`src/lec_pkg.sv`:
```
// Package for the line error count and insert block: register map,
// field positions, reset values, code limits and struct carriers.
// Assumes the register port, decoder and encoder share one clock.
package lec_pkg;

  // Register offsets
  localparam logic [7:0] ADDR_ERROR_COUNTER_CONFIG     = 8'h12;
  localparam logic [7:0] ADDR_INTERRUPT_MASK_SECOND    = 8'h14;
  localparam logic [7:0] ADDR_INTERRUPT_STATUS_SECOND  = 8'h19;
  localparam logic [7:0] ADDR_ERROR_COUNT_RESULT_FIRST = 8'h1a;
  localparam logic [7:0] ADDR_ERROR_COUNT_RESULT_SECOND = 8'h1b;

  // Fields of error_counter_config
  localparam int CFG_ZERO_LIMIT_STANDARD_SEL   = 0;
  localparam int CFG_REPORT_MODE_SEL           = 1;
  localparam int CFG_MANUAL_TRANSFER_TRIGGER   = 2;
  localparam int CFG_VIOLATION_INSERT_TRIGGER  = 3;
  localparam int CFG_LOGIC_ERROR_INSERT_TRIGGER = 4;
  localparam int CFG_ERROR_SEL_LSB             = 5;

  // Fields of interrupt status and mask
  localparam int ST_CODE_VIOLATION_ERROR   = 0;
  localparam int ST_EXCESS_ZERO_ERROR      = 1;
  localparam int ST_PATTERN_LOGIC_ERROR    = 2;
  localparam int ST_SECOND_TIMER_EXPIRED   = 3;
  localparam int ST_COUNTER_OVERFLOW       = 4;

  // Reset values
  localparam logic [7:0] CONFIG_RESET = 8'h00;
  localparam logic [7:0] MASK_RESET   = 8'hff;
  localparam logic [7:0] STATUS_RESET = 8'h00;

  // Excess-zero limits: error on the run that exceeds the limit
  localparam logic [6:0] ZERO_LIMIT_AMI_ANSI = 7'h0f;
  localparam logic [6:0] ZERO_LIMIT_AMI_FCC  = 7'h50;
  localparam logic [6:0] ZERO_LIMIT_HDB3     = 7'h03;
  localparam logic [6:0] ZERO_LIMIT_B8ZS     = 7'h07;

  // Zero run that legally precedes a substitution violation
  localparam logic [6:0] HDB3_ZEROS_BEFORE_V  = 7'h02;
  localparam logic [6:0] B8ZS_ZEROS_BEFORE_V1 = 7'h03;
  localparam logic [6:0] B8ZS_ZEROS_BEFORE_V2 = 7'h01;
  localparam logic [1:0] B8ZS_V_SPACING       = 2'h3;

  // One-second reporting period in master clock ticks
  localparam int SECOND_S       = 1;
  localparam int T1_MCLK_HZ     = 1544000;
  localparam int E1_MCLK_HZ     = 2048000;
  localparam int T1_SECOND_TICKS = SECOND_S * T1_MCLK_HZ;
  localparam int E1_SECOND_TICKS = SECOND_S * E1_MCLK_HZ;

  typedef enum logic [1:0] {
    LINE_AMI  = 2'b00,
    LINE_HDB3 = 2'b01,
    LINE_B8ZS = 2'b10
  } lec_line_code_type;

  typedef enum logic [1:0] {
    SEL_PATTERN = 2'b00,
    SEL_VIOL    = 2'b01,
    SEL_ZERO    = 2'b10,
    SEL_BOTH    = 2'b11
  } lec_error_sel_type;

  // One line symbol, dual rail, with its bit strobe
  typedef struct packed {
    logic valid;
    logic pos;
    logic neg;
  } lec_symbol_type;

  // Register access request
  typedef struct packed {
    logic       wr;
    logic       rd;
    logic [7:0] addr;
    logic [7:0] wdata;
  } lec_reg_req_type;

endpackage

```
`src/lec_line_error.sv`:
```
// Line error detection, 16-bit error counter with auto/manual report,
// interrupt status and transmit error insertion for one channel.
// Assumes decoder, encoder, pattern logic and register port all run on
// i_ref_clk and mark each line bit with a one-cycle valid strobe.
`timescale 1ns/1ps
`default_nettype none

// Functional notes
// - AMI: same-polarity successive pulses flag bipolar violation
// - HDB3/B8ZS: illegal substitution violation flags code violation
// - Config bit picks ANSI/FCC; pin mode forces ANSI
// - AMI excess zeros: over 15 ANSI, 80 FCC
// - HDB3 over 3 zeros, B8ZS over 7
// - Two-bit select; 11 counts violations plus zeros
// - Select 00 counts pattern logic errors
// - Selected errors accumulate in 16-bit counter
// - Each error sets status flag; interrupt unless masked
// - Single rail: violation output high one bit period
// - Mode bit: 1 auto per second, 0 manual
// - Auto: each second copy, clear, keep counting
// - Errors during transfer go to next interval
// - Second expiry sets flag; interrupt when unmasked
// - Reading status register clears timer flag
// - Counter overflow sets flag; interrupt unless masked
// - Manual: trigger rising edge copies, then clears
// - Insert rising edge inverts middle of three marks
// - Logic insert rising edge during active pattern corrupts one pattern bit
module lec_line_error
  import lec_pkg::*;
#(
  parameter int T1_TICKS = T1_SECOND_TICKS,
  parameter int E1_TICKS = E1_SECOND_TICKS
) (
  input  wire logic              i_ref_clk,
  input  wire logic              i_nrst,
  input  wire lec_reg_req_type   i_reg_req,
  output logic [7:0]             o_reg_rdata,
  input  wire lec_line_code_type i_line_code,
  input  wire logic              i_hw_ctrl,
  input  wire logic              i_single_rail,
  input  wire logic              i_e1_mode,
  input  wire logic              i_mclk_tick,
  input  wire lec_symbol_type    i_rx_sym,
  input  wire logic              i_pattern_err,
  input  wire lec_symbol_type    i_tx_sym,
  input  wire logic              i_pattern_tx_active,
  input  wire logic              i_pattern_tx_bit,
  output lec_symbol_type         o_tx_sym,
  output logic                   o_pattern_tx_bit,
  output logic                   o_violation_pulse_out,
  output logic                   o_int_req
);

  // ==========================================================
  // Registers
  // ==========================================================
  logic [7:0]  error_counter_config;
  logic [7:0]  interrupt_mask_second;
  logic [7:0]  interrupt_status_second;
  logic [15:0] error_count_result;
  logic [15:0] error_count;
  logic [7:0]  next_config;
  logic        cfg_wr;
  logic        status_rd;

  assign cfg_wr    = i_reg_req.wr &&
                     (i_reg_req.addr == ADDR_ERROR_COUNTER_CONFIG);
  assign status_rd = i_reg_req.rd &&
                     (i_reg_req.addr == ADDR_INTERRUPT_STATUS_SECOND);
  assign next_config = i_reg_req.wdata;

  always_ff @(posedge i_ref_clk) begin
    if (!i_nrst) begin
      error_counter_config  <= CONFIG_RESET;
      interrupt_mask_second <= MASK_RESET;
    end else if (i_reg_req.wr) begin
      if (cfg_wr) begin
        error_counter_config <= next_config;
      end
      if (i_reg_req.addr == ADDR_INTERRUPT_MASK_SECOND) begin
        interrupt_mask_second <= i_reg_req.wdata;
      end
    end
  end

  // Rising edges written to the trigger bits
  logic trf_rise;
  logic violation_insert_trigger_rise;
  logic err_ins_rise;
  assign trf_rise = cfg_wr &&
      next_config[CFG_MANUAL_TRANSFER_TRIGGER] &&
      !error_counter_config[CFG_MANUAL_TRANSFER_TRIGGER];
  assign violation_insert_trigger_rise = cfg_wr &&
      next_config[CFG_VIOLATION_INSERT_TRIGGER] &&
      !error_counter_config[CFG_VIOLATION_INSERT_TRIGGER];
  assign err_ins_rise = cfg_wr &&
      next_config[CFG_LOGIC_ERROR_INSERT_TRIGGER] &&
      !error_counter_config[CFG_LOGIC_ERROR_INSERT_TRIGGER];

  logic              auto_mode;
  logic              fcc_sel;
  lec_error_sel_type err_sel;
  assign auto_mode = error_counter_config[CFG_REPORT_MODE_SEL];
  assign fcc_sel   = error_counter_config[CFG_ZERO_LIMIT_STANDARD_SEL] &&
                     !i_hw_ctrl;
  assign err_sel   = lec_error_sel_type'(
      error_counter_config[CFG_ERROR_SEL_LSB +: 2]);

  // ==========================================================
  // Receive violation and excess-zero detection
  // ==========================================================
  logic       rx_mark;
  logic       last_pol;
  logic       last_v_pol;
  logic [6:0] zero_run;
  logic [1:0] since_v;
  logic       bipolar_violation_error;
  logic       viol_err;
  logic       zero_err;
  logic [6:0] zero_limit;

  assign rx_mark = i_rx_sym.pos || i_rx_sym.neg;
  assign bipolar_violation_error = i_rx_sym.valid && rx_mark &&
               (i_rx_sym.pos == last_pol);

  always_comb begin
    viol_err = 1'b0;
    unique case (i_line_code)
      LINE_AMI: viol_err = bipolar_violation_error;
      LINE_HDB3: viol_err = bipolar_violation_error &&
          ((zero_run < HDB3_ZEROS_BEFORE_V) ||
           (i_rx_sym.pos == last_v_pol));
      LINE_B8ZS: viol_err = bipolar_violation_error &&
          !((zero_run == B8ZS_ZEROS_BEFORE_V1) ||
            ((zero_run == B8ZS_ZEROS_BEFORE_V2) &&
             (since_v == B8ZS_V_SPACING)));
      default: viol_err = bipolar_violation_error;
    endcase
  end

  always_comb begin
    zero_limit = ZERO_LIMIT_AMI_ANSI;
    unique case (i_line_code)
      LINE_AMI:  zero_limit = fcc_sel ? ZERO_LIMIT_AMI_FCC
                                      : ZERO_LIMIT_AMI_ANSI;
      LINE_HDB3: zero_limit = ZERO_LIMIT_HDB3;
      LINE_B8ZS: zero_limit = ZERO_LIMIT_B8ZS;
      default:   zero_limit = ZERO_LIMIT_AMI_ANSI;
    endcase
  end

  // Fires once per run, on the zero that passes the limit
  assign zero_err = i_rx_sym.valid && !rx_mark &&
                    (zero_run == zero_limit);

  always_ff @(posedge i_ref_clk) begin
    if (!i_nrst) begin
      last_pol   <= 1'b0;
      last_v_pol <= 1'b0;
      zero_run   <= 7'h00;
      since_v    <= 2'h0;
    end else if (i_rx_sym.valid) begin
      if (rx_mark) begin
        last_pol <= i_rx_sym.pos;
        zero_run <= 7'h00;
        if (bipolar_violation_error) begin
          last_v_pol <= i_rx_sym.pos;
          since_v    <= 2'h0;
        end else if (since_v != 2'h3) begin
          since_v <= since_v + 2'h1;
        end
      end else begin
        if (zero_run != 7'h7f) begin
          zero_run <= zero_run + 7'h01;
        end
        if (since_v != 2'h3) begin
          since_v <= since_v + 2'h1;
        end
      end
    end
  end

  // Violation output stands from one bit strobe to the next
  always_ff @(posedge i_ref_clk) begin
    if (!i_nrst) begin
      o_violation_pulse_out <= 1'b0;
    end else if (i_rx_sym.valid) begin
      o_violation_pulse_out <= viol_err && i_single_rail;
    end
  end

  // ==========================================================
  // One-second timer
  // ==========================================================
  logic [21:0] sec_cnt;
  logic [21:0] sec_last;
  logic        sec_expire;
  assign sec_last = i_e1_mode ? 22'(E1_TICKS - 1)
                              : 22'(T1_TICKS - 1);
  assign sec_expire = auto_mode && i_mclk_tick &&
                      (sec_cnt >= sec_last);

  always_ff @(posedge i_ref_clk) begin
    if (!i_nrst || !auto_mode) begin
      sec_cnt <= 22'h000000;
    end else if (i_mclk_tick) begin
      sec_cnt <= sec_expire ? 22'h000000 : sec_cnt + 22'h000001;
    end
  end

  // ==========================================================
  // Error counter and report transfer
  // ==========================================================
  logic [1:0]  inc;
  logic        transfer;
  logic [16:0] sum;
  logic        overflow;

  always_comb begin
    inc = 2'h0;
    unique case (err_sel)
      SEL_PATTERN: inc = {1'b0, i_pattern_err};
      SEL_VIOL:    inc = {1'b0, viol_err};
      SEL_ZERO:    inc = {1'b0, zero_err};
      SEL_BOTH:    inc = {1'b0, viol_err} + {1'b0, zero_err};
    endcase
  end

  // Auto transfers on expiry, manual on a written rising edge
  assign transfer = auto_mode ? sec_expire
                              : trf_rise;
  assign sum = {1'b0, error_count} + {15'h0000, inc};
  assign overflow = sum[16] && !transfer;

  always_ff @(posedge i_ref_clk) begin
    if (!i_nrst) begin
      error_count        <= 16'h0000;
      error_count_result <= 16'h0000;
    end else if (transfer) begin
      error_count_result <= error_count;
      error_count        <= {14'h0000, inc};
    end else if (sum[16]) begin
      error_count <= 16'hffff;
    end else begin
      error_count <= sum[15:0];
    end
  end

  // ==========================================================
  // Interrupt status: set wins over read clear
  // ==========================================================
  logic [7:0] status_set;
  always_comb begin
    status_set = 8'h00;
    status_set[ST_CODE_VIOLATION_ERROR] = viol_err;
    status_set[ST_EXCESS_ZERO_ERROR]    = zero_err;
    status_set[ST_PATTERN_LOGIC_ERROR]  = i_pattern_err;
    status_set[ST_SECOND_TIMER_EXPIRED] = sec_expire;
    status_set[ST_COUNTER_OVERFLOW]     = overflow;
  end

  always_ff @(posedge i_ref_clk) begin
    if (!i_nrst) begin
      interrupt_status_second <= STATUS_RESET;
    end else if (status_rd) begin
      interrupt_status_second <= status_set;
    end else begin
      interrupt_status_second <= interrupt_status_second | status_set;
    end
  end

  assign o_int_req = |(interrupt_status_second &
                       ~interrupt_mask_second);

  // ==========================================================
  // Register read data
  // ==========================================================
  always_ff @(posedge i_ref_clk) begin
    if (!i_nrst) begin
      o_reg_rdata <= 8'h00;
    end else if (i_reg_req.rd) begin
      unique case (i_reg_req.addr)
        ADDR_ERROR_COUNTER_CONFIG:
          o_reg_rdata <= error_counter_config;
        ADDR_INTERRUPT_MASK_SECOND:
          o_reg_rdata <= interrupt_mask_second;
        ADDR_INTERRUPT_STATUS_SECOND:
          o_reg_rdata <= interrupt_status_second;
        ADDR_ERROR_COUNT_RESULT_FIRST:
          o_reg_rdata <= error_count_result[7:0];
        ADDR_ERROR_COUNT_RESULT_SECOND:
          o_reg_rdata <= error_count_result[15:8];
        default:
          o_reg_rdata <= 8'h00;
      endcase
    end
  end

  // ==========================================================
  // Transmit bipolar violation insertion
  // ==========================================================
  lec_symbol_type tx_d0;
  lec_symbol_type tx_d1;
  logic           bpv_armed;
  logic           three_marks;

  // Incoming, tx_d0 and tx_d1 all marks; tx_d0 is the middle one
  assign three_marks = (i_tx_sym.pos || i_tx_sym.neg) &&
                       (tx_d0.pos || tx_d0.neg) &&
                       (tx_d1.pos || tx_d1.neg);

  always_ff @(posedge i_ref_clk) begin
    if (!i_nrst) begin
      bpv_armed <= 1'b0;
      tx_d0     <= '0;
      tx_d1     <= '0;
      o_tx_sym  <= '0;
    end else begin
      o_tx_sym.valid <= i_tx_sym.valid;
      if (i_tx_sym.valid) begin
        o_tx_sym.pos <= tx_d1.pos;
        o_tx_sym.neg <= tx_d1.neg;
        tx_d0        <= i_tx_sym;
        if (bpv_armed && three_marks) begin
          tx_d1.valid <= tx_d0.valid;
          tx_d1.pos   <= tx_d0.neg;
          tx_d1.neg   <= tx_d0.pos;
          bpv_armed   <= violation_insert_trigger_rise;
        end else begin
          tx_d1     <= tx_d0;
          bpv_armed <= bpv_armed || violation_insert_trigger_rise;
        end
      end else begin
        bpv_armed <= bpv_armed || violation_insert_trigger_rise;
      end
    end
  end

  // ==========================================================
  // Transmit pattern logic error insertion
  // ==========================================================
  logic err_armed;
  always_ff @(posedge i_ref_clk) begin
    if (!i_nrst) begin
      err_armed        <= 1'b0;
      o_pattern_tx_bit <= 1'b0;
    end else if (i_tx_sym.valid && i_pattern_tx_active) begin
      o_pattern_tx_bit <= i_pattern_tx_bit ^ err_armed;
      err_armed        <= err_ins_rise;
    end else begin
      if (i_tx_sym.valid) begin
        o_pattern_tx_bit <= i_pattern_tx_bit;
      end
      err_armed <= (err_armed || err_ins_rise) &&
                   i_pattern_tx_active;
    end
  end

endmodule // lec_line_error

`default_nettype wire

```
`config.mk`:
```
export PLATFORM = sky130hd
export DESIGN_NAME = lec_line_error
export DESIGN_NICKNAME = d
export VERILOG_FILES = /design/src/lec_pkg.sv /design/src/lec_line_error.sv
export SDC_FILE = /design/constraint.sdc
export NUM_CORES = 1
export LEC_CHECK = 0
export ABC_AREA = 1
export BUFFER_PORTS_ARGS = -buffer_cell sky130_fd_sc_hd__buf_2
export CAP_MARGIN = 5
export CORE_AREA = 2 2 163 117
export CTS_CLUSTER_DIAMETER = 30
export DETAILED_ROUTE_END_ITERATION = 8
export DIE_AREA = 0 0 165 119
export GPL_TIMING_DRIVEN = 0
export PLACE_DENSITY = 0.42
export SLEW_MARGIN = 15
export SYNTH_ARGS = -nofsm -noshare
export SYNTH_HDL_FRONTEND = slang
export SYNTH_SLANG_ARGS = --single-unit
```
`constraint.sdc`:
```
create_clock -name i_ref_clk -period 10.3 [get_ports i_ref_clk]
set_clock_uncertainty 0.15 [all_clocks]
set_input_delay 1.545 -clock i_ref_clk [delete_from_list [all_inputs] [get_ports i_ref_clk]]
set_output_delay 1.545 -clock i_ref_clk [all_outputs]
set_load 0.01 [all_outputs]
```
==> impl_results.md, run 1 <==
- I/O Buffers: 48
- Share of the synthesized area in the top cell type: 0.3950
- Max-cap violations: 0
- Count of unique library cells instantiated by Yosys: 41
- Place WS: 5106 ps
- Remaining antenna violation count: 0
- RSZ-0062 raised after global routing: no
- Total global-route track usage: 0.1568
- Outcome: completed
- Static Leakage: 2.639 nW
- Worst-margin pin slew: 654.6 ps
- Clk_lat worst skew: 360 ps
- R2R Path Start: zero_run[0]
- Post-synth EDFFs: 0
- Hold path cells: 2
- I/O Pins: 49
- Root Driver: clkbuf_16
- Syn nets: 814
- Post-synthesis sequential area ratio: 0.3950
- Die H: 119 µm
- Worst setup SP type: input pin
- Vias: 4,907
- Clk pin slew, worst setup/hold paths: 70 ps
- Placed wire-length estimate: 11.52 mm
- Most frequent cell after synthesis: nand2_1
- Number of synthesized register bits: 105
- Compound-cell area share of the yosys netlist: 0.1239
- First-pass GRT wire length: 24.07 mm
- Reg2Reg Depth: 23
- Final setup TNS: 0 ps
- TritonCTS Buffers: 9
- Fmax: 205.8 MHz
- Post-Synth Adder-Cell Area: 0.03903
- Initial drt markers: 269
- Hold Vio Cnt, Final: 0
- Core area: 18,340 µm²
- Vias per cell: 4.590
- Largest family of logic cells by synthesized area: simple AND/OR/NAND/NOR gates
- Mean post-synth cell area: 6.974 µm²
- Layout Nets: 873
- Post-CTS sizing: 0
- Mux cell area share after synthesis: 0
- Dominant cell type by area after synthesis: dfxtp_1
- Yosys warnings: 0
- Max Slew Vio Count: 0
- Cells after Synth: 763
- Synth Flop Type: dfxtp_1
- Antenna violations before repair: 0
- Hold_sp: o_violation_pulse_out
- Core Util, Final: 0.3360
- Grt ovf: 0
- CP max FO: 8
- Synth area leaders: dfxtp_1 (40%), nand2_1 (12%), inv_1 (7.2%)
- Type of the tightest min-delay check: flip-flop to flip-flop
- WP data required: 10,440 ps
- Period minus WS final: 4859 ps
- Pin count of the biggest net entering global routing: 21
- CTS tree: built
- Max-Slew Margin vs Limit: 0.5636
- Arr. time, crit path: 5000 ps
- Fin Hold WS: 312.1 ps
- Placer Congestion: 0.7918
- Max IR drop VDD: 0.00007691 V
- Count of non-filler cells in the finished layout: 1,069
- Crit path kind: input pin to flip-flop
- Antenna cell count: 0
- Cell Area, Synth: 5321 µm²
- Total wire length: 14.62 mm
- R2R setup slack: 6380 ps
- Cell count after placement: 1,053
- # rows: 42
- DRT Pass-1 Iters: 5
- Top post-synthesis cells by count: nand2_1 (172), dfxtp_1 (105), inv_1 (102)
- DIE WIDTH: 165 µm
- Sink Count: 105
- Remaining routing DRC violations: 0
- Power Dens Cells: 132.8 nW/µm²
- Crit. End Element: flip-flop
- Reg-to-Reg End: error_count[0]
- Starting Density: 0.2901
- Drt wl/cell: 13.68 µm
- Simple-gate share of the synthesized area: 0.3217
- Maximum buffer depth of the clock tree: 2
- Hold Buf Count CTS: 0
- Area Growth Syn to Fin: 15.80%
- Xor and xnor area share after synthesis: 0.02798
- Setup violators final: 0
- Asr flop ratio synth: 0
- Setup ws final: 5441 ps
- Layout cells sized above 1: 0.1161
- DIE AREA: 19,640 µm²
- Hold endpoint: o_violation_pulse_out
- Post CTS Setup Buffer Count: 0
- Period utilization: 0.4718
- H-tree depth reported by CTS: 3
- Vias in the first global route: 4,560
worst max-delay path by stage:
stage	cells after the start	start	end	slack, ps
2_1_floorplan	22	i_line_code[0]	error_count[0]	5810
3_3_place_gp	25	i_line_code[0]	error_count[0]	5090
3_5_place_dp	25	i_line_code[0]	error_count[0]	5110
4_1_cts	25	i_line_code[0]	error_count[0]	5450
5_1_grt	25	i_line_code[0]	error_count[0]	5090
6_report	25	i_line_code[0]	error_count[0]	5440
cell families after synthesis:
logic type / after synthesis
flip-flops: 105
AO/OA/AOI/OAI: 126
AND/OR/NAND/NOR: 376
adder cells (fa/ha/maj): 16
XOR/XNOR: 17
buffers and inverters: 123
report_power, final:
group          internal (mW)  switching (mW)
logic                 0.0186          0.0336
clock network          0.172           0.177
registers              0.412         0.00467
total                  0.602           0.216
critical path, cell delays in order:
cell     delay, ps
buf_2          110
inv_1           70
ha_1           240
nand2_1         80
nor2_1         100
nand3_1         80
nand2_1         70
nand2_1         60
nand2_1        100
inv_1           70
ha_1           270
a21oi_1         60
nand2_1         60
nand2_1         90
inv_1           70
ha_1           170
inv_1           60
fa_1           410
nor2_1         180
nand3_1        200
nor2_1         210
nand3_1        330
nand2_1        160
nand4_1        100
o21ai_1        100
flip-flops by register name, summed over array words and instances (netlist names):
register and cells:
sec_cnt 22, o_reg_rdata 8, since_v 2, tx_d0 2, o_pattern_tx_bit 1, error_counter_config 8
last_pol 1, tx_d1 2, last_v_pol 1, o_violation_pulse_out 1, zero_run 7, o_tx_sym 3
error_count_result 16, interrupt_mask_second 8, interrupt_status_second 5, err_armed 1, bpv_armed 1, error_count 16
metrics by stage:
step           area (µm²)  power [mW]
6_report             6162      0.8181
5_1_grt              6162      0.8542
4_1_cts              6162      0.8289
3_5_place_dp         5864      0.4787
3_3_place_gp         5864      0.4778
2_1_floorplan        5321      0.4550
placed cells by master (no fill, tap or decap), types with 4 or more instances in the layout:
cell type,synthesis,final
xnor2_1,7,7
nand3_1,62,62
inv_2,5,5
nand2_2,5,5
nor2_1,86,86
nor2_4,5,5
dfxtp_1,105,105
a31oi_1,4,4
o21ai_1,10,10
a21oi_1,59,59
o21ai_0,43,43
buf_4,4,4
inv_1,102,102
o22ai_1,4,4
xor2_1,10,10
clkbuf_16,0,9
clkbuf_1,10,10
nand4_1,14,14
nor3_1,15,15
buf_2,0,48
nand2_1,172,172
ha_1,15,15
layer usage:
layer | global-route usage | vias up | share of wire | routed length (µm)
met1 | 0.2478 | 2246 | 0.56 | 8223
met3 | 0.03309 | 9 | 0.034 | 494
met5 | 0 | - | 0 | 0
li1 | - | 2576 | - | -
met2 | 0.2148 | 76 | 0.39 | 5775
met4 | 0.03098 | 0 | 0.0090 | 131
layout make-up:
class | instances | area (µm²)
clock buffer | 9 | 225.2
fill | 1999 | 12180
sequential | 105 | 2102
tap | 242 | 302.8
timing repair buffer | 48 | 240.2
buffer | 16 | 90.09
clock inverter | 7 | 72.57
multi-input combinational | 535 | 2728
inverter | 107 | 401.6
Note: power is estimated with default switching activity, not from simulation.
==> run 2, diff against run 1 <==
--- a/config.mk
+++ b/config.mk
@@ -13,7 +13,7 @@
 export DETAILED_ROUTE_END_ITERATION = 8
 export DIE_AREA = 0 0 165 119
 export GPL_TIMING_DRIVEN = 0
-export PLACE_DENSITY = 0.42
+export PLACE_DENSITY = 0.44
 export SLEW_MARGIN = 15
 export SYNTH_ARGS = -nofsm -noshare
 export SYNTH_HDL_FRONTEND = slang
==> constraint.sdc (replaced) <==
create_clock -name i_ref_clk -period 4 [get_ports i_ref_clk]
set_clock_uncertainty 0.15 [all_clocks]
set_input_delay 0.6 -clock i_ref_clk [delete_from_list [all_inputs] [get_ports i_ref_clk]]
set_output_delay 0.6 -clock i_ref_clk [all_outputs]
set_load 0.01 [all_outputs]
==> run 2 against run 1 <==
Compared with the run above:
- total power grew to 2.7 times the previous value
- clock power rose to 2.8 times the previous value
- non-clock buffer count unchanged
- critical endpoint is now error_count[6]
==> impl_results.md, run 2 (synthesized netlist as in run 1, its figures left out) <==
- # rows: 42 (unchanged)
- Most flop-heavy register: sec_cnt
- Final setup TNS: 0 ps (unchanged)
- Crit path kind: input pin to flip-flop
- RSZ-0062 raised after global routing: no
- Storage cell area: 2103 µm² (about the same)
- Die H: 119 µm (unchanged)
- Remaining antenna violation count: 0 (unchanged)
- Placer Congestion: 0.7881 (-0.47%)
- Antenna cell count: 0 (unchanged)
- Pin count of the biggest net entering global routing: 18 (-14%)
- Static Leakage: 2.668 nW (+1.1%)
- I/O Pins: 49 (unchanged)
- Cell count after placement: 1,053 (unchanged)
- DIE WIDTH: 165 µm (unchanged)
- Top flop regs: sec_cnt x22, error_count x16, error_count_result x16
- Total Power: 2.177 mW (+170%)
- Grt ovf: 0 (unchanged)
- Max IR drop VDD: 0.0001729 V (+120%)
- TritonCTS Buffers: 9 (unchanged)
- Placed wire-length estimate: 11.26 mm (-2.2%)
- Layout cells sized above 1: 0.1221 (+0.006046)
- Vias per cell: 4.451 (-3.0%)
- CTS tree: built
- Most common cell after layout, fill and taps aside: nand2_1
- Hold Vio Cnt, Final: 0 (unchanged)
- Worst path bufs/invs: 6 (+1)
- Vias: 4,758 (-3.0%)
- Layout Nets: 873 (unchanged)
- Hold Buf Count CTS: 0 (unchanged)
- Most frequent cells in the layout: nand2_1 (171), dfxtp_1 (104), inv_1 (102), nor2_1 (84), nand3_1 (60)
- Filler cells: 2,026 (+1.4%)
- Period utilization: 0.9111
- Hold path cells: 2 (unchanged)
- Power Dens Cells: 350.3 nW/µm² (+160%)
- Type of the tightest min-delay check: flip-flop to flip-flop
- Setup ws final: 355.5 ps (-5085 ps)
- Total wire length: 14.45 mm (-1.2%)
- First-pass GRT wire length: 23.98 mm (-0.37%)
- CP Depth: 25 (unchanged)
- DRT Pass-1 Iters: 4 (-1)
- Root Driver: clkbuf_16
- Core area: 18,340 µm² (unchanged)
- Setup violators final: 0 (unchanged)
- Period minus WS final: 3644 ps
- Max Slew Vio Count: 0 (unchanged)
- Clk_lat worst skew: 350 ps (about the same)
- Starting Density: 0.2901 (unchanged)
- Sink Count: 105 (unchanged)
- Count of non-filler cells in the finished layout: 1,069 (unchanged)
- WP data required: 4140 ps (-6300 ps)
- Arr. time, crit path: 3780 ps (-1220 ps)
- Drt wl/cell: 13.52 µm (-1.2%)
- I/O Buffers: 48 (unchanged)
- Antenna violations before repair: 0 (unchanged)
- Area occupied by multi-input gates: 2759 µm² (+1.1%)
- Initial drt markers: 229 (-15%)
- Maximum buffer depth of the clock tree: 2 (unchanged)
- Outcome: completed
- CP max stage cell: fa_1
- Worst setup SP type: input pin
- Most used cell, CP: nand2_1
- Number of flip-flops in the largest register: 22 (unchanged)
- Max-cap violations: 0 (unchanged)
- Slowest stage delay, CP: 430 ps (+20 ps)
- DIE AREA: 19,640 µm² (unchanged)
- Crit. End Element: flip-flop
- Total global-route track usage: 0.1554 (-0.001389)
- CP max FO: 6 (-2)
- Vias in the first global route: 4,604 (+0.96%)
- Clk pin slew, worst setup/hold paths: 80 ps (about the same)
- Fmax: 274.4 MHz
- Reg2Reg Depth: 23 (unchanged)
- Worst-margin pin slew: 661.8 ps (+7.216 ps)
- Cell family with most CP delay: simple AND/OR/NAND/NOR gates
- H-tree depth reported by CTS: 3 (unchanged)
- Remaining routing DRC violations: 0 (unchanged)
- Area Growth Syn to Fin: 16.81%
- Place WS: -290.3 ps (-5396 ps)
- Max-Slew Margin vs Limit: 0.5588 (-0.004811)
==> run 2: changes by cell type in the layout (fill, tap and decap cells not counted), sizes merged <==
cell    delta
bufinv     +2
clkbuf     +1
clkinv     -1
inv        -2
==> run 2: final timing paths <==
check                                            start                endpoint  slack [ps]
worst max-delay path                    i_line_code[0]          error_count[6]         360
worst min-delay path            error_count_result[14]  error_count_result[14]         310
worst max register to register             zero_run[1]          error_count[6]         390
worst min register to register  error_count_result[14]  error_count_result[14]         310
==> run 2: layout make-up <==
| cell class | instances | area share |
|---|---|---|
| clock buffers | 10 | 0.03684 |
| multi-input cells | 535 | 0.4438 |
| inverters | 107 | 0.06461 |
| clock inverters | 6 | 0.01449 |
| repair buffers | 48 | 0.03865 |
| well taps | 242 | 0.04871 |
| plain buffers | 16 | 0.01449 |
| flip-flops and latches | 105 | 0.3384 |
==> run 2: per-stage QoR <==
step                  util  area (µm²)  hold WS [ps]
CTS                 0.3372        6183         310.0
floorplan                -        5321         269.1
global route        0.3389        6216         334.1
global placement    0.3198        5864         296.5
detailed placement  0.3198        5864         293.1
finish              0.3389        6216         306.2
==> run 2: report_power, final <==
part / internal, mW / switching (mW)
Sequential: 1.06 / 0.0122
Combinational: 0.0479 / 0.0871
Clock: 0.553 / 0.417
==> run 2: timing repair <==
item,4_1_cts,5_1_grt
buffers inserted,0,0
resized for setup,0,8
setup endpoints to repair,0,17
endpoints found under the hold margin,0,0
==> run 2: tightest hold or removal path: stages, from the launching register on <==
cell and delay [ps]:
dfxtp_1 320, nand2_1 60, nand2_1 40
==> run 2: routing by layer <==
metal	part of all wire	GRT usage	vias up
li1	-	-	2587
met1	0.58	0.2442	2102
met2	0.38	0.2143	60
met3	0.032	0.03204	9
met4	0.0087	0.03261	0
met5	0	0	-
==> run 3, diff against run 2 <==
--- a/config.mk
+++ b/config.mk
@@ -6,7 +6,7 @@
 export NUM_CORES = 1
 export LEC_CHECK = 0
 export ABC_AREA = 1
-export BUFFER_PORTS_ARGS = -buffer_cell sky130_fd_sc_hd__buf_2
+export BUFFER_PORTS_ARGS = -buffer_cell sky130_fd_sc_hd__buf_4
 export CAP_MARGIN = 5
 export CORE_AREA = 2 2 163 117
 export CTS_CLUSTER_DIAMETER = 30
==> run 3 against run 2 <==
Compared with the run above:
- cell area increased by 1.7%
- via count increased by 0.42%
- total power decreased by 3.2%
- largest power group unchanged
==> impl_results.md, run 3 (synthesized netlist as in run 1, its figures left out) <==
- Outcome: completed
- Number of flip-flops in the largest register: 22 (unchanged)
- I/O Buffers: 48 (unchanged)
- Antenna violations before repair: 0 (unchanged)
- Hold Buf Count CTS: 0 (unchanged)
- H-tree depth reported by CTS: 3 (unchanged)
- Max-Slew Margin vs Limit: 0.5793 (+0.02054)
- Worst setup SP type: flip-flop
- TritonCTS Buffers: 9 (unchanged)
- Sink Count: 105 (unchanged)
- Most used cell, CP: nand2_1
- Type of the tightest min-delay check: flip-flop to flip-flop
- Pin count of the biggest net entering global routing: 20 (+2)
- Filler cells: 1,999 (-1.3%)
- CTS tree: built
- Crit path kind: flip-flop to flip-flop
- Design area: 6322 µm² (+1.7%)
- Drt wl/cell: 13.53 µm (+0.12%)
- Placed wire-length estimate: 11.16 mm (-0.86%)
- Period utilization: 0.9174 (+0.006271)
- Die H: 119 µm (unchanged)
- Max Slew Vio Count: 0 (unchanged)
- Clk pin slew, worst setup/hold paths: 80 ps (about the same)
- Total Power: 2.107 mW (-3.2%)
- Worst-margin pin slew: 631.0 ps (-30.82 ps)
- Core area: 18,340 µm² (unchanged)
- CP max stage cell: dfxtp_1
- # rows: 42 (unchanged)
- Power Dens Cells: 333.2 nW/µm² (-4.9%)
- Arr. time, crit path: 3810 ps (+30 ps)
- Antenna cell count: 0 (unchanged)
- I/O Pins: 49 (unchanged)
- DRT Pass-1 Iters: 5 (+1)
- Grt ovf: 0 (unchanged)
- Layout Nets: 874 (+0.11%)
- Most frequent cells in the layout: nand2_1 (171), dfxtp_1 (105), inv_1 (102), nor2_1 (84), nand3_1 (60)
- DIE AREA: 19,640 µm² (unchanged)
- Total wire length: 14.48 mm (+0.21%)
- Layout cells sized above 1: 0.1244 (+0.002268)
- Most common cell after layout, fill and taps aside: nand2_1
- Fin Hold WS: 306.5 ps (+0.2260 ps)
- Slowest stage delay, CP: 480 ps (+50 ps)
- Root Driver: clkbuf_16
- Maximum buffer depth of the clock tree: 2 (unchanged)
- Area Growth Syn to Fin: 18.81%
- Remaining routing DRC violations: 0 (unchanged)
- Top flop regs: sec_cnt x22, error_count x16, error_count_result x16
- Static Leakage: 2.705 nW (+1.4%)
- Starting Density: 0.2901 (unchanged)
- Setup violators final: 0 (unchanged)
- Crit path cell chain: ha_1 -> nand3_1 -> nand2_1 -> nand3_1 -> nand2_1 -> nand2_1 -> nand2_1 -> inv_1 -> ha_1 -> a21oi_1 -> nand2_1 -> nand2_1 -> inv_1 -> ha_1 -> inv_1 -> fa_1 -> nor2_4 -> nand3_4 -> nor2_2 -> nand3_2 -> nand2_1 -> nand4_1 -> o21ai_1
- Max-cap violations: 0 (unchanged)
- Fmax: 272.5 MHz (-0.68%)
- Total global-route track usage: 0.1547 (-0.0007372)
- Vias in the first global route: 4,449 (-3.4%)
- Remaining antenna violation count: 0 (unchanged)
- Placed cell area: 5984 µm² (+2.0%)
- Final setup TNS: 0 ps (unchanged)
- CP max FO: 8 (+2)
- RSZ-0062 raised after global routing: no
- Period minus WS final: 3670 ps (+25.08 ps)
- Crit. End Element: flip-flop
- First-pass GRT wire length: 23.49 mm (-2.0%)
- Most flop-heavy register: sec_cnt
- Place WS: -299.9 ps (-9.568 ps)
- DIE WIDTH: 165 µm (unchanged)
- Placer Congestion: 0.7979 (+1.2%)
- Vias per cell: 4.465 (+0.33%)
- WP data required: 4140 ps (about the same)
- Clk_lat worst skew: 360 ps (about the same)
- Max IR drop VDD: 0.0001933 V (+12%)
- Initial drt markers: 311 (+36%)
- Hold Vio Cnt, Final: 0 (unchanged)
- Setup ws final: 330.4 ps (-25.08 ps)
- Vias: 4,778 (+0.42%)
## run 3: cell count changes in the layout (fill, tap and decap cells not counted), moves of 2 or more
cell       delta
bufinv_16     -2
inv_8         +2
buf_4        +49
buf_2        -48
## run 3: layout make-up
type / instances / area (µm²) / share of cell area
flip-flops and latches: 105 / 2102 / 0.3325
clock inverters: 7 / 61.31 / 0.009697
well taps: 242 / 302.8 / 0.04789
repair buffers: 49 / 367.9 / 0.05818
clock buffers: 9 / 225.2 / 0.03562
plain buffers: 16 / 90.09 / 0.01425
inverters: 107 / 401.6 / 0.06353
multi-input cells: 535 / 2771 / 0.4384
## run 3: final timing paths
kind | slack [ps] | depth (start not counted) | from | end
max | 330 | 23 | zero_run[0] | error_count[0]
min | 310 | 2 | error_count_result[9] | error_count_result[9]
max reg2reg | 330 | 23 | zero_run[0] | error_count[0]
min reg2reg | 310 | 2 | error_count_result[9] | error_count_result[9]
## run 3: per-stage QoR
step,cells,utilization
final,1070,0.3447
after global routing,1070,0.3447
after CTS,1069,0.3419
after detailed placement,1053,0.3263
after global placement,1053,0.3263
after floorplan,763,-
## run 3: layer usage
layer,up-vias,part of all wire,track usage
li1,2591,-,-
met1,2117,0.57,0.2474
met2,60,0.39,0.2023
met3,10,0.031,0.03553
met4,0,0.0084,0.03859
met5,-,0,0
## run 3: critical path: cells and delay by family (launching register included)
family / cells / cell delay [ps]
and+or+nand+nor: 14 / 1510
buffers and inverters: 3 / 210
adders and majority gates: 4 / 1100
DFF: 1 / 480
AOI/OAI and AO/OA: 2 / 160
## run 3: timing repair
action,CTS,global route
buffers inserted,0,1
setup endpoints to repair,0,17
gates resized for setup,0,10
## run 3: report_power, final
| part | internal [mW] | switching, mW | total, mW |
|---|---|---|---|
| clock | 0.438 | 0.449 | 0.887 |
| sequential | 1.06 | 0.0127 | 1.07 |
| combinational | 0.0602 | 0.0862 | 0.146 |
| total | 1.56 | 0.548 | 2.11 |
